==> src/include/acr_cfg.svh <==
`ifndef ACR_CFG_SVH
`define ACR_CFG_SVH
// bank geometry
`define ACR_REG_COUNT 8
`define ACR_RST_VALUE 8'h00
// register offsets
`define ACR_OFS_STATUS 4'h0
`define ACR_OFS_PWRDN 4'h1
`define ACR_OFS_PROTO 4'h2
`define ACR_OFS_LANES 4'h3
`define ACR_OFS_RETIMER 4'h4
`define ACR_OFS_WORDFMT 4'h5
`define ACR_OFS_AVERAGE 4'h6
`define ACR_OFS_HALFREF 4'h7
// writable bit masks
`define ACR_STATUS_MASK 8'h06
`define ACR_PWRDN_MASK 8'h2B
`define ACR_CFG_MASK 8'hFF
// field positions
`define ACR_BIT_ZONE2 2
`define ACR_BIT_ABORT 1
`define ACR_BIT_HALFREF 5
`define ACR_BIT_CHB 3
`define ACR_BIT_CHA 1
`define ACR_BIT_IREF 0
`define ACR_BIT_CPOL 1
`define ACR_BIT_CPHA 0
// command operation codes
`define ACR_OP_WRITE 4'h1
`define ACR_OP_READ 4'h2
`define ACR_OP_SET 4'h5
`define ACR_OP_CLEAR 4'h6
// frame length in capture edges of the serial clock
`define ACR_FRAME_BITS 5'h10
`define ACR_FRAME_MAX 5'h11
`endif

==> src/include/acr_pkg.sv <==
`include "acr_cfg.svh"
package acr_pkg;
  typedef enum {rx_idle, rx_active} acr_rx_state_type;
  typedef logic [7:0] acr_byte_type;
  typedef logic [`ACR_REG_COUNT-1:0][7:0] acr_bank_type;
  typedef struct packed {
    logic [3:0] op;
    logic [3:0] addr;
    logic [7:0] data;
  } acr_cmd_type;
endpackage

==> src/include/acr_link_if.sv <==
`timescale 1ns/1ps
interface acr_link_if;
  logic frame_valid;
  logic [15:0] frame_word;
  logic cs_fall;
  logic [15:0] tx_word;
  logic capture_rise;
  modport rx (output frame_valid, frame_word, cs_fall, input tx_word, capture_rise);
  modport core (input frame_valid, frame_word, cs_fall, output tx_word, capture_rise);
endinterface

==> src/core/acr_serial_rx.sv <==
`timescale 1ns/1ps
module acr_serial_rx
  import acr_pkg::*;
(
  // clock and reset
  input wire logic ref_clk,
  input wire logic sys_rst,
  input wire logic clk_en,
  // serial pins
  input wire logic cs_n_pin,
  input wire logic sclk_pin,
  input wire logic sdi_pin,
  input wire logic conversion_start_pin,
  output logic sdo_out,
  output logic sdo_oe,
  // link to register core
  acr_link_if.rx lnk
);
  logic [3:0] sync_a;
  logic [3:0] sync_b;
  logic cs_p;
  logic sclk_p;
  acr_rx_state_type st, next_st;
  logic [4:0] cnt, next_cnt;
  logic [15:0] shreg, next_shreg;
  logic [15:0] txsh, next_txsh;
  logic conv_ok, next_conv_ok;
  logic next_sdo_out, next_sdo_oe;
  logic fv, next_fv;
  logic [15:0] fw, next_fw;
  logic csf, next_csf;
  logic cs_b, sclk_b, sdi_b, conv_b;
  logic cap, launch;

  // second stage and edge detection
  assign cs_b = sync_b[0];
  assign sclk_b = sync_b[1];
  assign sdi_b = sync_b[2];
  assign conv_b = sync_b[3];
  assign cap = lnk.capture_rise ? (sclk_b & ~sclk_p) : (~sclk_b & sclk_p);
  assign launch = lnk.capture_rise ? (~sclk_b & sclk_p) : (sclk_b & ~sclk_p);
  assign lnk.frame_valid = fv;
  assign lnk.frame_word = fw;
  assign lnk.cs_fall = csf;

  // frame shifter
  always_comb
  begin
    next_st = st;
    next_cnt = cnt;
    next_shreg = shreg;
    next_txsh = txsh;
    next_conv_ok = conv_ok & conv_b;
    next_sdo_out = sdo_out;
    next_sdo_oe = sdo_oe;
    next_fv = 1'b0;
    next_fw = fw;
    next_csf = 1'b0;
    case (st)
      rx_idle:
        if (cs_p & ~cs_b)
        begin
          next_st = rx_active;
          next_cnt = 5'h00;
          next_txsh = lnk.tx_word;
          next_sdo_out = lnk.tx_word[15];
          next_sdo_oe = 1'b1;
          next_conv_ok = conv_b;
          next_csf = 1'b1;
        end
      rx_active:
        if (cs_b)
        begin
          next_st = rx_idle;
          next_sdo_oe = 1'b0;
          next_sdo_out = 1'b0;
          if (cnt == `ACR_FRAME_BITS && conv_ok)
          begin
            next_fv = 1'b1;
            next_fw = shreg;
          end
        end
        else
        begin
          if (cap)
          begin
            next_shreg = {shreg[14:0], sdi_b};
            if (cnt != `ACR_FRAME_MAX)
              next_cnt = cnt + 5'h01;
          end
          if (launch && cnt != 5'h00)
          begin
            next_txsh = {txsh[14:0], 1'b0};
            next_sdo_out = txsh[14];
          end
        end
      default:
        next_st = rx_idle;
    endcase
  end

  // registers, pins pass two flops first
  always_ff @(posedge ref_clk)
  begin
    if (sys_rst)
    begin
      sync_a <= 4'h1;
      sync_b <= 4'h1;
      cs_p <= 1'b1;
      sclk_p <= 1'b0;
      st <= rx_idle;
      cnt <= 5'h00;
      shreg <= 16'h0000;
      txsh <= 16'h0000;
      conv_ok <= 1'b0;
      sdo_out <= 1'b0;
      sdo_oe <= 1'b0;
      fv <= 1'b0;
      fw <= 16'h0000;
      csf <= 1'b0;
    end
    else if (clk_en)
    begin
      sync_a <= {conversion_start_pin, sdi_pin, sclk_pin, cs_n_pin};
      sync_b <= sync_a;
      cs_p <= cs_b;
      sclk_p <= sclk_b;
      st <= next_st;
      cnt <= next_cnt;
      shreg <= next_shreg;
      txsh <= next_txsh;
      conv_ok <= next_conv_ok;
      sdo_out <= next_sdo_out;
      sdo_oe <= next_sdo_oe;
      fv <= next_fv;
      fw <= next_fw;
      csf <= next_csf;
    end
  end
endmodule // acr_serial_rx

==> src/core/acr_regs.sv <==
`timescale 1ns/1ps
// Function
// - eight byte registers at offsets 0 to 7, all reset to zero
// - status bits 7 to 3 are read-only and read as zero
// - status bit 0 is read-only and reads as zero
// - status bit 2 sets on late-window transfer, cleared by writing one
// - status bit 1 sets on chip-select fall during averaging, write one clears
// - power-down bits 5,3,1,0 writable; other bits read zero
// - 16-bit frame command_operation_field, address, data; start pin high; 1 writes, 2 reads
// - read data returns in the frame after the read command
// - power-down bits switch off half-reference, channel B, channel A, reference
module acr_regs
  import acr_pkg::*;
(
  // clock, reset, enable
  input wire logic ref_clk,
  input wire logic sys_rst,
  input wire logic clk_en,
  // serial command pins
  input wire logic cs_n_pin,
  input wire logic sclk_pin,
  input wire logic sdi_pin,
  input wire logic conversion_start_pin,
  output logic sdo_out,
  output logic sdo_oe,
  // datapath events, same clock
  input wire logic late_window_evt,
  input wire logic averaging_busy,
  // status flags
  output logic late_window_transfer_flag,
  output logic averaging_abort_flag,
  // power-down controls
  output logic half_reference_buffer_off,
  output logic channel_b_converter_off,
  output logic channel_a_converter_off,
  output logic internal_reference_off,
  // configuration bytes
  output logic [7:0] read_protocol_select,
  output logic [7:0] output_lane_count,
  output logic [7:0] clock_retimer_setup,
  output logic [7:0] output_word_format,
  output logic [7:0] averaging_setup,
  output logic [7:0] half_reference_offset
);
  acr_link_if lnk ();
  acr_bank_type regs_q, next_regs;
  acr_byte_type rd_hold, next_rd_hold;
  acr_cmd_type cmd;
  acr_byte_type status_clr;
  acr_byte_type status_set;
  logic abort_evt;

  // writable mask of each offset
  function automatic acr_byte_type wmask(input logic [3:0] a);
    case (a)
      `ACR_OFS_STATUS: wmask = `ACR_STATUS_MASK;
      `ACR_OFS_PWRDN: wmask = `ACR_PWRDN_MASK;
      default: wmask = `ACR_CFG_MASK;
    endcase
  endfunction

  // new byte for write, set and clear commands
  function automatic acr_byte_type apply_op(input logic [3:0] op,
                                            input acr_byte_type q,
                                            input acr_byte_type d,
                                            input acr_byte_type m);
    case (op)
      `ACR_OP_WRITE: apply_op = (q & ~m) | (d & m);
      `ACR_OP_SET: apply_op = q | (d & m);
      `ACR_OP_CLEAR: apply_op = q & ~(d & m);
      default: apply_op = q;
    endcase
  endfunction

  // serial frame receiver
  acr_serial_rx u_rx (
    .ref_clk(ref_clk),
    .sys_rst(sys_rst),
    .clk_en(clk_en),
    .cs_n_pin(cs_n_pin),
    .sclk_pin(sclk_pin),
    .sdi_pin(sdi_pin),
    .conversion_start_pin(conversion_start_pin),
    .sdo_out(sdo_out),
    .sdo_oe(sdo_oe),
    .lnk(lnk.rx)
  );

  // capture edge from polarity and phase, answer word
  assign lnk.capture_rise =
    regs_q[`ACR_OFS_PROTO][`ACR_BIT_CPOL] == regs_q[`ACR_OFS_PROTO][`ACR_BIT_CPHA];
  assign lnk.tx_word = {rd_hold, 8'h00};
  assign cmd = lnk.frame_word;

  // status events and host clears
  assign abort_evt = lnk.cs_fall & averaging_busy;
  always_comb
  begin
    status_set = 8'h00;
    status_set[`ACR_BIT_ZONE2] = late_window_evt;
    status_set[`ACR_BIT_ABORT] = abort_evt;
    status_clr = 8'h00;
    if (lnk.frame_valid && cmd.addr == `ACR_OFS_STATUS &&
        (cmd.op == `ACR_OP_WRITE || cmd.op == `ACR_OP_CLEAR))
      status_clr = cmd.data & `ACR_STATUS_MASK;
  end

  // bank next values
  always_comb
  begin
    next_regs = regs_q;
    next_rd_hold = rd_hold;
    if (lnk.cs_fall)
      next_rd_hold = 8'h00;
    if (lnk.frame_valid && !cmd.addr[3])
    begin
      if (cmd.op == `ACR_OP_READ)
        next_rd_hold = regs_q[cmd.addr[2:0]];
      else if (cmd.addr != `ACR_OFS_STATUS)
        next_regs[cmd.addr[2:0]] = apply_op(cmd.op, regs_q[cmd.addr[2:0]],
                                            cmd.data, wmask(cmd.addr));
    end
    // set wins over clear, reserved bits forced low
    next_regs[`ACR_OFS_STATUS] =
      ((regs_q[`ACR_OFS_STATUS] & ~status_clr) | status_set) & `ACR_STATUS_MASK;
  end

  // bank registers
  always_ff @(posedge ref_clk)
  begin
    if (sys_rst)
    begin
      regs_q <= '0;
      rd_hold <= `ACR_RST_VALUE;
    end
    else if (clk_en)
    begin
      regs_q <= next_regs;
      rd_hold <= next_rd_hold;
    end
  end

  // outputs straight from the bank
  assign late_window_transfer_flag = regs_q[`ACR_OFS_STATUS][`ACR_BIT_ZONE2];
  assign averaging_abort_flag = regs_q[`ACR_OFS_STATUS][`ACR_BIT_ABORT];
  assign half_reference_buffer_off = regs_q[`ACR_OFS_PWRDN][`ACR_BIT_HALFREF];
  assign channel_b_converter_off = regs_q[`ACR_OFS_PWRDN][`ACR_BIT_CHB];
  assign channel_a_converter_off = regs_q[`ACR_OFS_PWRDN][`ACR_BIT_CHA];
  assign internal_reference_off = regs_q[`ACR_OFS_PWRDN][`ACR_BIT_IREF];
  assign read_protocol_select = regs_q[`ACR_OFS_PROTO];
  assign output_lane_count = regs_q[`ACR_OFS_LANES];
  assign clock_retimer_setup = regs_q[`ACR_OFS_RETIMER];
  assign output_word_format = regs_q[`ACR_OFS_WORDFMT];
  assign averaging_setup = regs_q[`ACR_OFS_AVERAGE];
  assign half_reference_offset = regs_q[`ACR_OFS_HALFREF];

  // bank clears on reset
  chk_reset_zero: assert property (@(posedge ref_clk)
    sys_rst |=> regs_q == '0 && rd_hold == 8'h00)
    else $error("bank not zero after reset");

  // status reserved bits read zero
  chk_status_high: assert property (@(posedge ref_clk) disable iff (sys_rst)
    lnk.frame_valid && clk_en && cmd.op == `ACR_OP_READ && cmd.addr == `ACR_OFS_STATUS
    |=> rd_hold[7:3] == 5'h00)
    else $error("status high bits not zero");

  chk_status_low: assert property (@(posedge ref_clk) disable iff (sys_rst)
    ##1 !regs_q[`ACR_OFS_STATUS][0])
    else $error("status bit 0 not zero");

  // late-window flag sets and sticks
  chk_zone2_set: assert property (@(posedge ref_clk) disable iff (sys_rst)
    late_window_evt && clk_en |=> late_window_transfer_flag)
    else $error("late-window flag missed");

  chk_zone2_hold: assert property (@(posedge ref_clk) disable iff (sys_rst)
    late_window_transfer_flag && !status_clr[`ACR_BIT_ZONE2]
    |=> late_window_transfer_flag)
    else $error("late-window flag dropped");

  // abort flag sets on chip-select fall while averaging
  chk_abort_set: assert property (@(posedge ref_clk) disable iff (sys_rst)
    lnk.cs_fall && averaging_busy && clk_en |=> averaging_abort_flag)
    else $error("abort flag missed");

  chk_abort_clear: assert property (@(posedge ref_clk) disable iff (sys_rst)
    clk_en && status_clr[`ACR_BIT_ABORT] && !abort_evt |=> !averaging_abort_flag)
    else $error("abort flag not cleared");

  // power-down reserved bits stay low
  chk_pd_mask: assert property (@(posedge ref_clk) disable iff (sys_rst)
    (regs_q[`ACR_OFS_PWRDN] & ~`ACR_PWRDN_MASK) == 8'h00)
    else $error("power-down reserved bit set");

  // write frame reaches power-down controls
  chk_pd_write: assert property (@(posedge ref_clk) disable iff (sys_rst)
    lnk.frame_valid && clk_en && cmd.op == `ACR_OP_WRITE && cmd.addr == `ACR_OFS_PWRDN
    |=> channel_a_converter_off == $past(cmd.data[`ACR_BIT_CHA]) &&
        half_reference_buffer_off == $past(cmd.data[`ACR_BIT_HALFREF]))
    else $error("power-down write lost");

  // read answer held for the next frame
  chk_read_next: assert property (@(posedge ref_clk) disable iff (sys_rst)
    lnk.frame_valid && clk_en && cmd.op == `ACR_OP_READ && !cmd.addr[3]
    |=> lnk.tx_word[15:8] == $past(regs_q[cmd.addr[2:0]]))
    else $error("read answer wrong");

  // set-bit command merges
  chk_set_bit: assert property (@(posedge ref_clk) disable iff (sys_rst)
    lnk.frame_valid && clk_en && cmd.op == `ACR_OP_SET && cmd.addr == `ACR_OFS_PROTO
    |=> regs_q[`ACR_OFS_PROTO] == ($past(regs_q[`ACR_OFS_PROTO]) | $past(cmd.data)))
    else $error("set-bit result wrong");

  // command_operation_field 0 leaves configuration alone
  chk_nop_stable: assert property (@(posedge ref_clk) disable iff (sys_rst)
    lnk.frame_valid && cmd.op == 4'h0 |=> regs_q[7:1] == $past(regs_q[7:1]))
    else $error("no-operation changed bank");

  // main scenarios
  cov_read: cover property (@(posedge ref_clk) disable iff (sys_rst)
    lnk.frame_valid && cmd.op == `ACR_OP_READ ##[1:400] lnk.cs_fall);
  cov_abort: cover property (@(posedge ref_clk) disable iff (sys_rst)
    abort_evt ##[1:800] !averaging_abort_flag);
  cov_clash: cover property (@(posedge ref_clk) disable iff (sys_rst)
    late_window_evt && status_clr[`ACR_BIT_ZONE2]);
endmodule // acr_regs

==> config.mk <==
export PLATFORM = sky130hd
export DESIGN_NAME = acr_regs
export DESIGN_NICKNAME = d
export VERILOG_FILES = /design/src/include/acr_pkg.sv /design/src/include/acr_link_if.sv /design/src/core/acr_serial_rx.sv /design/src/core/acr_regs.sv
export VERILOG_INCLUDE_DIRS = /design/src /design/src/include
export SDC_FILE = /design/constraint.sdc
export NUM_CORES = 1
export LEC_CHECK = 0
export ABC_AREA = 1
export BUFFER_PORTS_ARGS = -buffer_cell sky130_fd_sc_hd__buf_4
export CORE_MARGIN = 5
export CORE_UTILIZATION = 65
export CTS_BUF_LIST = sky130_fd_sc_hd__clkbuf_2
export CTS_CLUSTER_DIAMETER = 30
export CTS_CLUSTER_SIZE = 16
export DETAILED_ROUTE_END_ITERATION = 8
export GPL_TIMING_DRIVEN = 0
export HOLD_SLACK_MARGIN = 0.15
export PLACE_DENSITY = 0.95
export SYNTH_ARGS = -nofsm -noshare
export SYNTH_HDL_FRONTEND = slang
export SYNTH_SLANG_ARGS = --single-unit
export TNS_END_PERCENT = 100
==> constraint.sdc <==
create_clock -name ref_clk -period 3.6 [get_ports ref_clk]
set_clock_uncertainty 0.1 [all_clocks]
set_input_delay 0 -clock ref_clk [delete_from_list [all_inputs] [get_ports ref_clk]]
set_output_delay 0 -clock ref_clk [all_outputs]
set_load 0.005 [all_outputs]
==> results.cfg, run 1 <==
[power]
pwr-share-seq = 0.531
p_int_uw = 1986
ir_worst_vdd_v = 0.0003099
p_comb_frac = 0.053
p_sw_uw = 669.9
powerDensity_nw_per_um2 = 353.7
power.leakage_uw = 0.003669
clkPwrFrac = 0.416
swShare = 0.2523

[final_layout]
area_delta_synth_final_pct = 19.76
final_common_cell = nand2_1
antennaDiodeCount = 0
fillCellCount = 626
final_cell_mix = nand2_1 (207), inv_1 (163), dfxtp_1 (125)
drive_above_1_share = 0.1685
layout.nets = 1067
fin_util = 0.8050

[placement]
hpwl_um = 12880
port_buffers = 64
place.gp.congestion = 1.016

[critical_path]
cp_max_fo = 10
crit_arrival_ns = 3.04
regToRegStartpoint = u_rx.lnk.frame_word[9]$_SDFFE_PP0P_
rr_endpoint = late_window_transfer_flag$_SDFFE_PP0P_
worstPathRequired_ns = 4.14
critPathLaunchType = flop
r2r_cells = 7
endpoint_kind = flop
regToRegSetupSlack_ns = 1.10
crit_type = flop to flop

[timing]
finalHoldViolCount = 0
fin_tns_setup_ns = 0
fin_crit_ns = 2.498
setup_viol = 0
relSlewSlack = 0.5356
maxSlewViolCount = 0
fin_crit_sh = 0.6938
rsz0062_at_grt = false
max_slew.worst_pin.slew_ns = 0.6966
fmax_mhz = 400.4

[floorplanning]
die-height_um = 108.2
dieArea_um2 = 11710
rows = 35
core_um2 = 9328
dieWidth_um = 108.2
start_util = 0.6722
io_pins = 65

[clock_tree]
cts_buffers = 17
cts_resized = 0
insertion_delay_ns = 0.73
cts_root_buf = clkbuf_2
htreeDepth = 4
clk_transition_reported_paths_ns = 0.20
cts_sinks = 125
clockBufferDepth = 2
cts_tree = yes

[detailed_routing]
ant_nets = 0
drc = 0
drt_iter0_markers = 1124
vias = 6955
wl_per_cell_um = 16.17
firstDrtPassIters = 8
drt_wl_total_um = 19360
avgViaCountPerCell = 5.810

[yosys]
syn_inst = 943
syn_area_per_cell_um2 = 6.649
synth_cell_types = 26
synth_nets = 955
yosysSeqAreaShare = 0.3991
ys_ff_latch = 125
yosys_warnings = 0
synth_area_um2 = 6270

[worst_hold_path]
hold_depth = 5
hold_start = clk_en
hold_class = primary input to flop
whs_endpoint = u_rx.sdo_oe$_SDFFE_PP0P_

[run]
drv_cap = 0

[global_routing]
grt_max_degree = 17
grt_pass1_wl_um = 30920
first_global_vias = 6498
grt-ovfl-total = 0
antenna_found_initial = 0
track_usage = 0.3380

[outcome]
status = complete, no violations
-- synthesized netlist by cell type (all sizes together) --
master,number,area share
nand4,11,0.011
buf,57,0.065
clkbuf,22,0.013
dfxtp,125,0.40
nor3,4,0.0066
a21oi,112,0.089
nand3,90,0.073
o211ai,1,0.0012
and3,1,0.0010
inv,173,0.10
o21ai,79,0.063
ha,3,0.0060
o22ai,1,0.0010
nor2,45,0.031
clkinv,1,0.00060
xor2,3,0.0042
nand2,215,0.13
-- power by group through the flow --
stage          Combinational (µW)  Sequential, µW  Clock (µW)
4_1_cts                       129            1410        1090
3_5_place_dp                  104            1440           0
6_report                      140            1410        1110
2_1_floorplan                67.1            1430           0
3_3_place_gp                  100            1440           0
5_1_grt                       149            1410        1160
-- per-layer routing --
layer,vias up,part of all wire,track usage
li1,3156,-,-
met1,3050,0.36,0.4011
met2,592,0.45,0.5453
met3,157,0.13,0.09075
met4,0,0.067,0.2065
met5,-,0,0
-- worst max path at each step --
stage,end,slack [ns],start,cells past startpoint
global route,late_window_transfer_flag$_SDFFE_PP0P_,0.98,u_rx.lnk.frame_word[12]$_SDFFE_PP0P_,7
CTS,late_window_transfer_flag$_SDFFE_PP0P_,1.34,u_rx.lnk.frame_word[9]$_SDFFE_PP0P_,7
global placement,read_protocol_select[1]$_SDFFE_PP0P_,1.56,u_rx.lnk.frame_word[8]$_SDFFE_PP0P_,12
finish,late_window_transfer_flag$_SDFFE_PP0P_,1.10,u_rx.lnk.frame_word[9]$_SDFFE_PP0P_,7
floorplan,u_rx.txsh[11]$_SDFFE_PP0P_,1.99,u_rx.sdo_oe$_SDFFE_PP0P_,7
detailed placement,half_reference_offset[2]$_SDFFE_PP0P_,1.47,u_rx.lnk.frame_word[8]$_SDFFE_PP0P_,12
-- cells by family (layout without fill, tap and decap cells) --
logic type	Yosys count	count (layout)	share of synthesized area
adders and majority gates	3	3	0.005987
buffers and inverters	253	378	0.1820
xor gates and xnor gates	3	3	0.004192
DFF	125	125	0.3991
AOI/OAI and AO/OA	193	193	0.1547
and+or+nand+nor	366	366	0.2540
-- repair_timing --
| item | CTS | global route |
|---|---|---|
| hold buffers | 29 | 0 |
| hold endpoints to repair | 124 | 0 |
| setup buffers | 0 | 0 |
-- state kept, by name, summed over array words and instances (netlist names), 5 cells and up --
register / cells
half_reference_offset: 8
u_rx.cnt: 5
clock_retimer_setup: 8
read_protocol_select: 8
u_rx.txsh: 7
output_lane_count: 8
u_rx.shreg: 16
u_rx.lnk.frame_word: 16
averaging_setup: 8
rd_hold: 8
output_word_format: 8
-- metrics by stage --
step / setup slack (ns) / instances / cell area [µm²] / power [µW] / hold WS [ns]
after CTS: 1.345 / 1197 / 7508 / 2627 / 0.2112
final: 1.102 / 1197 / 7508 / 2656 / 0.2122
after global routing: 0.9790 / 1197 / 7508 / 2716 / 0.1971
after detailed placement: 1.473 / 1136 / 6912 / 1540 / 0.1222
after global placement: 1.558 / 1136 / 6912 / 1536 / 0.1173
after floorplan: 1.990 / 943 / 6270 / 1502 / 0.02631
-- critical path, cell delays in order, from the launching register on --
cell           delay, ns
dfxtp_1             0.41
nor2_2              0.42
nand2_1             0.15
nor2_2              0.19
nand4_1             0.17
o21ai_0             0.30
a21oi_1             0.11
dlygate4sd3_1       0.58
-- final cells by class --
type / instances / area, µm² / area share
tap: 129 / 161.4 / 0.02150
inverter: 174 / 653.1 / 0.08699
buffer: 79 / 488.0 / 0.06499
timing repair buffer: 93 / 770.7 / 0.1026
sequential: 125 / 2502 / 0.3333
multi-input combinational: 565 / 2626 / 0.3498
clock buffer: 18 / 90.09 / 0.01200
clock inverter: 14 / 216.5 / 0.02883
(Power assumes the default switching activity.)
==> run 2, diff against run 1 <==
CORE_UTILIZATION = 55   (was 65)
PLACE_DENSITY = 0.89   (was 0.95)
clock period = 2.14 ns   (was 3.6 ns; I/O delays follow)
==> run 2 against run 1 <==
Sequential share of layout area increased by 0.20 points; maximum frequency increased by 18%; power increased by 53%; worst setup slack got worse by 1.1 ns; combinational power increased by 58%; critical endpoint is now half_reference_offset[2]$_SDFFE_PP0P_.
==> results.cfg, run 2 (same netlist as run 1, synthesis figures left out) <==
[timing]
fmax_mhz = 474.3
relSlewSlack = 0.5943
setup_viol = 0
fin_crit_ns = 2.108
max_slew.worst_pin.slew_ns = 0.6085
maxSlewViolCount = 0
fin_tns_setup_ns = 0
finalHoldViolCount = 0
fin_crit_sh = 0.9852

[placement]
hpwl_um = 12060
place.gp.congestion = 0.9758
port_buffers = 64

[final_layout]
area_delta_synth_final_pct = 19.06
final_cell_mix = nand2_1 (202), inv_1 (163), dfxtp_1 (125)
drive_above_1_share = 0.1776
fillCellCount = 959
multi_input_area_um2 = 2654
layout.nets = 1063
antennaDiodeCount = 0
final_common_cell = nand2_1
ff_latch_area_um2 = 2502

[floorplanning]
core_um2 = 11270
dieArea_um2 = 13640
dieWidth_um = 116.8
io_pins = 65
start_util = 0.5562
die-height_um = 116.8
rows = 39

[global_routing]
grt_max_degree = 17
grt-ovfl-total = 0
grt_pass1_wl_um = 27820
antenna_found_initial = 0
track_usage = 0.2632
first_global_vias = 5940

[critical_path]
critPathLaunchType = flop
worstPathRequired_ns = 2.66
crit_arrival_ns = 2.63
crit_path_max_incr_delay_ns = 0.33
crit_top_cell = nand2_1
endpoint_kind = flop
path_delay_family = simple AND/OR/NAND/NOR gates
crit_slowest_cell = dfxtp_1
path_cells = buf_2 > inv_2 > clkbuf_4 > nand2_1 > nand3_1 > nand2_1 > o21ai_0 > nand2_1 > nand2_2 > nand3_1 > nand2_1 > inv_1
crit_type = flop to flop
critPathBufInv = 4
cp_max_fo = 10

[run]
drv_cap = 0

[detailed_routing]
drt_wl_total_um = 17460
wl_per_cell_um = 14.46
firstDrtPassIters = 8
drc = 0
vias = 6489
ant_nets = 0
avgViaCountPerCell = 5.376
drt_iter0_markers = 757

[clock_tree]
htreeDepth = 4
cts_tree = yes
cts_root_buf = clkbuf_2
clockBufferDepth = 2
cts_buffers = 17
cts_sinks = 125
insertion_delay_ns = 0.73
clk_transition_reported_paths_ns = 0.18
post-cts-setup-buffer-count = 0

[power]
ir_worst_vdd_v = 0.0004254
powerDensity_nw_per_um2 = 544.2
power_uw = 4062
power.leakage_uw = 0.003632

[worst_hold_path]
hold_class = primary input to flop

[outcome]
status = complete, no violations
run 2: final cells by class:
| class | instances | share of cell area |
|---|---|---|
| plain buffers | 78 | 0.06654 |
| clock buffers | 17 | 0.01140 |
| clock inverters | 15 | 0.02011 |
| inverters | 174 | 0.08800 |
| multi-input cells | 565 | 0.3555 |
| flip-flops and latches | 125 | 0.3352 |
| well taps | 143 | 0.02397 |
| repair buffers | 90 | 0.09923 |
run 2: tightest hold or removal path, stage by stage:
cell	delay, ns
dlygate4sd3_1	0.55
buf_4	0.14
buf_2	0.18
nand2_1	0.11
a21oi_1	0.07
run 2: worst paths after layout:
path	startpoint	endpoint	slack, ns	cells past startpoint
hold / removal	clk_en	u_rx.sdo_oe$_SDFFE_PP0P_	0.26	5
hold reg to reg	regs_q[15]$_SDFFE_PP0P_	regs_q[15]$_SDFFE_PP0P_	0.35	2
setup reg to reg	u_rx.lnk.frame_word[8]$_SDFFE_PP0P_	half_reference_offset[2]$_SDFFE_PP0P_	0.03	12
setup / recovery	u_rx.lnk.frame_word[8]$_SDFFE_PP0P_	half_reference_offset[2]$_SDFFE_PP0P_	0.03	12
run 2: per-layer routing:
layer | up-vias | global-route usage | part of all wire
met1 | 2884 | 0.3300 | 0.40
met3 | 99 | 0.05964 | 0.10
li1 | 3143 | - | -
met5 | - | 0 | 0
met2 | 363 | 0.4224 | 0.44
met4 | 0 | 0.1407 | 0.057
run 2: through the flow:
step / cell area, µm² / util / hold slack (ns) / instances / worst slack [ns]
3_3_place_gp: 6929 / 0.6147 / 0.1161 / 1150 / 0.09858
2_1_floorplan: 6270 / - / 0.02631 / 943 / 0.5301
6_report: 7465 / 0.6622 / 0.2596 / 1207 / 0.03160
5_1_grt: 7465 / 0.6622 / 0.2213 / 1207 / -0.01948
3_5_place_dp: 6929 / 0.6147 / 0.1159 / 1150 / 0.07141
4_1_cts: 7425 / 0.6587 / 0.1896 / 1208 / 0.03500
run 2: power breakdown:
group          total [µW]  internal, µW  switching [µW]
sequential           2370          2360            14.9
combinational         221          86.6             135
clock                1470           528             942
total                4060          2970            1090
run 2: what timing repair did:
action | CTS | global route
gates resized for setup | 0 | 17
hold buffers | 26 | 0
hold endpoints to repair | 123 | 0
setup endpoints to repair | 0 | 45
==> run 3, diff against run 2 <==
ABC_AREA = 0   (was 1)
==> run 3 against run 2 <==
The run now ends with negative setup slack left; final cell count decreased by 25%; power increased by 3.0%; synthesized area decreased by 3.9%; critical path depth decreased by 4; combinational power decreased by 14%; global-route usage decreased by 0.48 points; worst hold slack got worse by 0.10 ns; sequential share of layout area increased by 0.74 points; die area decreased by 3.6%; worst setup slack got worse by 0.076 ns; routed wire length decreased by 1.3%; count of clock-buffer cells in the layout increased by 1; critical endpoint is now averaging_abort_flag$_SDFFE_PP0P_; largest power group unchanged; highest routed layer unchanged.
==> results.cfg, run 3 <==
[yosys]
synth_area_um2 = 6025
synth-edff-count = 0
ys_ff_latch = 125
synth.top_cells.by_area = dfxtp_1 (42%), mux2i_1 (11%), buf_4 (6.6%)
synth_cell_types = 72
synth.most_common_cell = dfxtp_1
yosysSeqAreaShare = 0.4154
synthFlopType = dfxtp_1
syn_area_per_cell_um2 = 9.399
syn_inst = 641
synth_top_area_share = 0.4154
synth_top_area_cell = dfxtp_1
yosys-top-cells-count = dfxtp_1 (125), nor2_1 (71), mux2i_1 (68)
yosys_warnings = 0
synth_nets = 653
async_flop_share = 0

[placement]
place.gp.congestion = 0.9496
placed_cells = 844
dpl_worst_slack_ns = -0.1292
hpwl_um = 11640
port_buffers = 63

[critical_path]
crit_start = u_rx.lnk.frame_word[8]$_SDFFE_PP0P_
cp_max_fo = 10
endpoint_kind = flop
crit_type = flop to flop
crit_arrival_ns = 2.68
worstPathRequired_ns = 2.64
regToRegStartpoint = u_rx.lnk.frame_word[8]$_SDFFE_PP0P_
regToRegSetupSlack_ns = -0.04
critPathLaunchType = flop

[detailed_routing]
vias = 5485
firstDrtPassIters = 7
drc = 0
wl_per_cell_um = 19.10
avgViaCountPerCell = 6.081
ant_nets = 0
drt_iter0_markers = 608
drt_wl_total_um = 17230

[worst_hold_path]
hold_start = sys_rst
hold_class = primary input to flop

[timing]
max_slew.worst_pin.slew_ns = 0.6845
rsz0062_at_grt = true
fmax_mhz = 457.8
maxSlewViolCount = 0
fin_tns_setup_ns = -0.04548
relSlewSlack = 0.5437
setup_viol = 2
fin_crit_ns = 2.184
setup_ws_ns = -0.04430
fin_crit_sh = 1.021
finalHoldViolCount = 0

[floorplanning]
die-height_um = 114.7
start_util = 0.5582
dieWidth_um = 114.7
rows = 38
dieArea_um2 = 13150
io_pins = 65
core_um2 = 10790

[outcome]
violations = negative setup slack
status = finished, violations left

[clock_tree]
cts_hold_buf = 19
cts_sinks = 125
clk_transition_reported_paths_ns = 0.19
insertion_delay_ns = 0.72
cts_root_buf = clkbuf_2
cts_buffers = 17
htreeDepth = 4
clockBufferDepth = 2
cts_tree = yes

[final_layout]
final_common_cell = dfxtp_1
final_cell_mix = dfxtp_1 (123), buf_4 (121), nor2_1 (69)
area_delta_synth_final_pct = 21.35
fin_cells = 902
layout.nets = 760
drive_above_1_share = 0.2838

[global_routing]
track_usage = 0.2584
grt_pass1_wl_um = 26770
antenna_found_initial = 1
grt-ovfl-total = 0
first_global_vias = 5260
grt_max_degree = 17

[power]
ir_worst_vdd_v = 0.0003799
powerDensity_nw_per_um2 = 572.3
power.leakage_uw = 0.002836

[run]
drv_cap = 0
[run 3: cell count changes in the layout (fill, tap and decap cells not counted), sizes merged, moves of 31 or more]
cell	delta
nand2	-165
inv	-160
a21oi	-90
nand3	-79
mux2i	+68
o21ai	-31
[run 3: layout make-up]
cell class,instances,area (µm²)
clock buffers,18,90.09
well taps,140,175.2
clock inverters,14,175.2
plain buffers,83,570.5
inverters,13,48.80
flip-flops and latches,125,2505
diodes,1,2.502
multi-input cells,420,3023
fillers,755,3482
repair buffers,88,720.7
[run 3: cell families after synthesis]
| kind of cell | count (synthesis) | share of synthesized area |
|---|---|---|
| buffers and inverters | 96 | 0.1009 |
| AOI/OAI and AO/OA | 126 | 0.1502 |
| adders and majority gates | 3 | 0.006231 |
| DFF | 125 | 0.4154 |
| xor gates and xnor gates | 4 | 0.005815 |
| and+or+nand+nor | 209 | 0.1786 |
| muxes | 78 | 0.1429 |
[run 3: final timing paths]
kind,endpoint,cells after the start
min,half_reference_offset[7]$_SDFFE_PP0P_,5
max,averaging_abort_flag$_SDFFE_PP0P_,8
max reg2reg,averaging_abort_flag$_SDFFE_PP0P_,8
min reg2reg,regs_q[15]$_SDFFE_PP0P_,2
[run 3: critical path: stages (launching register included)]
cell	delay [ns]
dfxtp_2	0.37
buf_6	0.16
buf_12	0.15
buf_4	0.19
nor2_1	0.27
nor4b_1	0.27
o21ai_0	0.20
o21ai_0	0.24
a21oi_1	0.10
[run 3: timing repair]
item	in CTS	in global routing
setup endpoints to repair	22	82
resized for setup	3	26
endpoints found under the hold margin	101	1
buffers inserted	3	3
pin swaps	2	2
[run 3: stage by stage]
stage	utilization	area (µm²)	hold WS, ns	total power, µW
finish	0.6774	7311	0.1552	4184
global route	0.6774	7311	0.1491	4321
CTS	0.6637	7163	0.1697	4169
detailed placement	0.6182	6673	0.1139	2550
global placement	0.6182	6673	0.1061	2544
floorplan	-	6025	0.02242	2496
[run 3: per-layer routing]
metal	vias to the layer above	share of wire	GRT usage
met1	2601	0.38	0.3136
met2	343	0.48	0.4269
met3	88	0.085	0.05920
met4	0	0.047	0.1330
li1	2453	-	-
met5	-	0	0
[run 3: power breakdown]
part / switching (µW) / total [µW] / internal, µW / leakage (µW)
Combinational: 116 / 191 / 74.6 / 0.00167
Sequential: 11.8 / 2360 / 2340 / 0.00101
Clock: 884 / 1640 / 754 / 0.000156
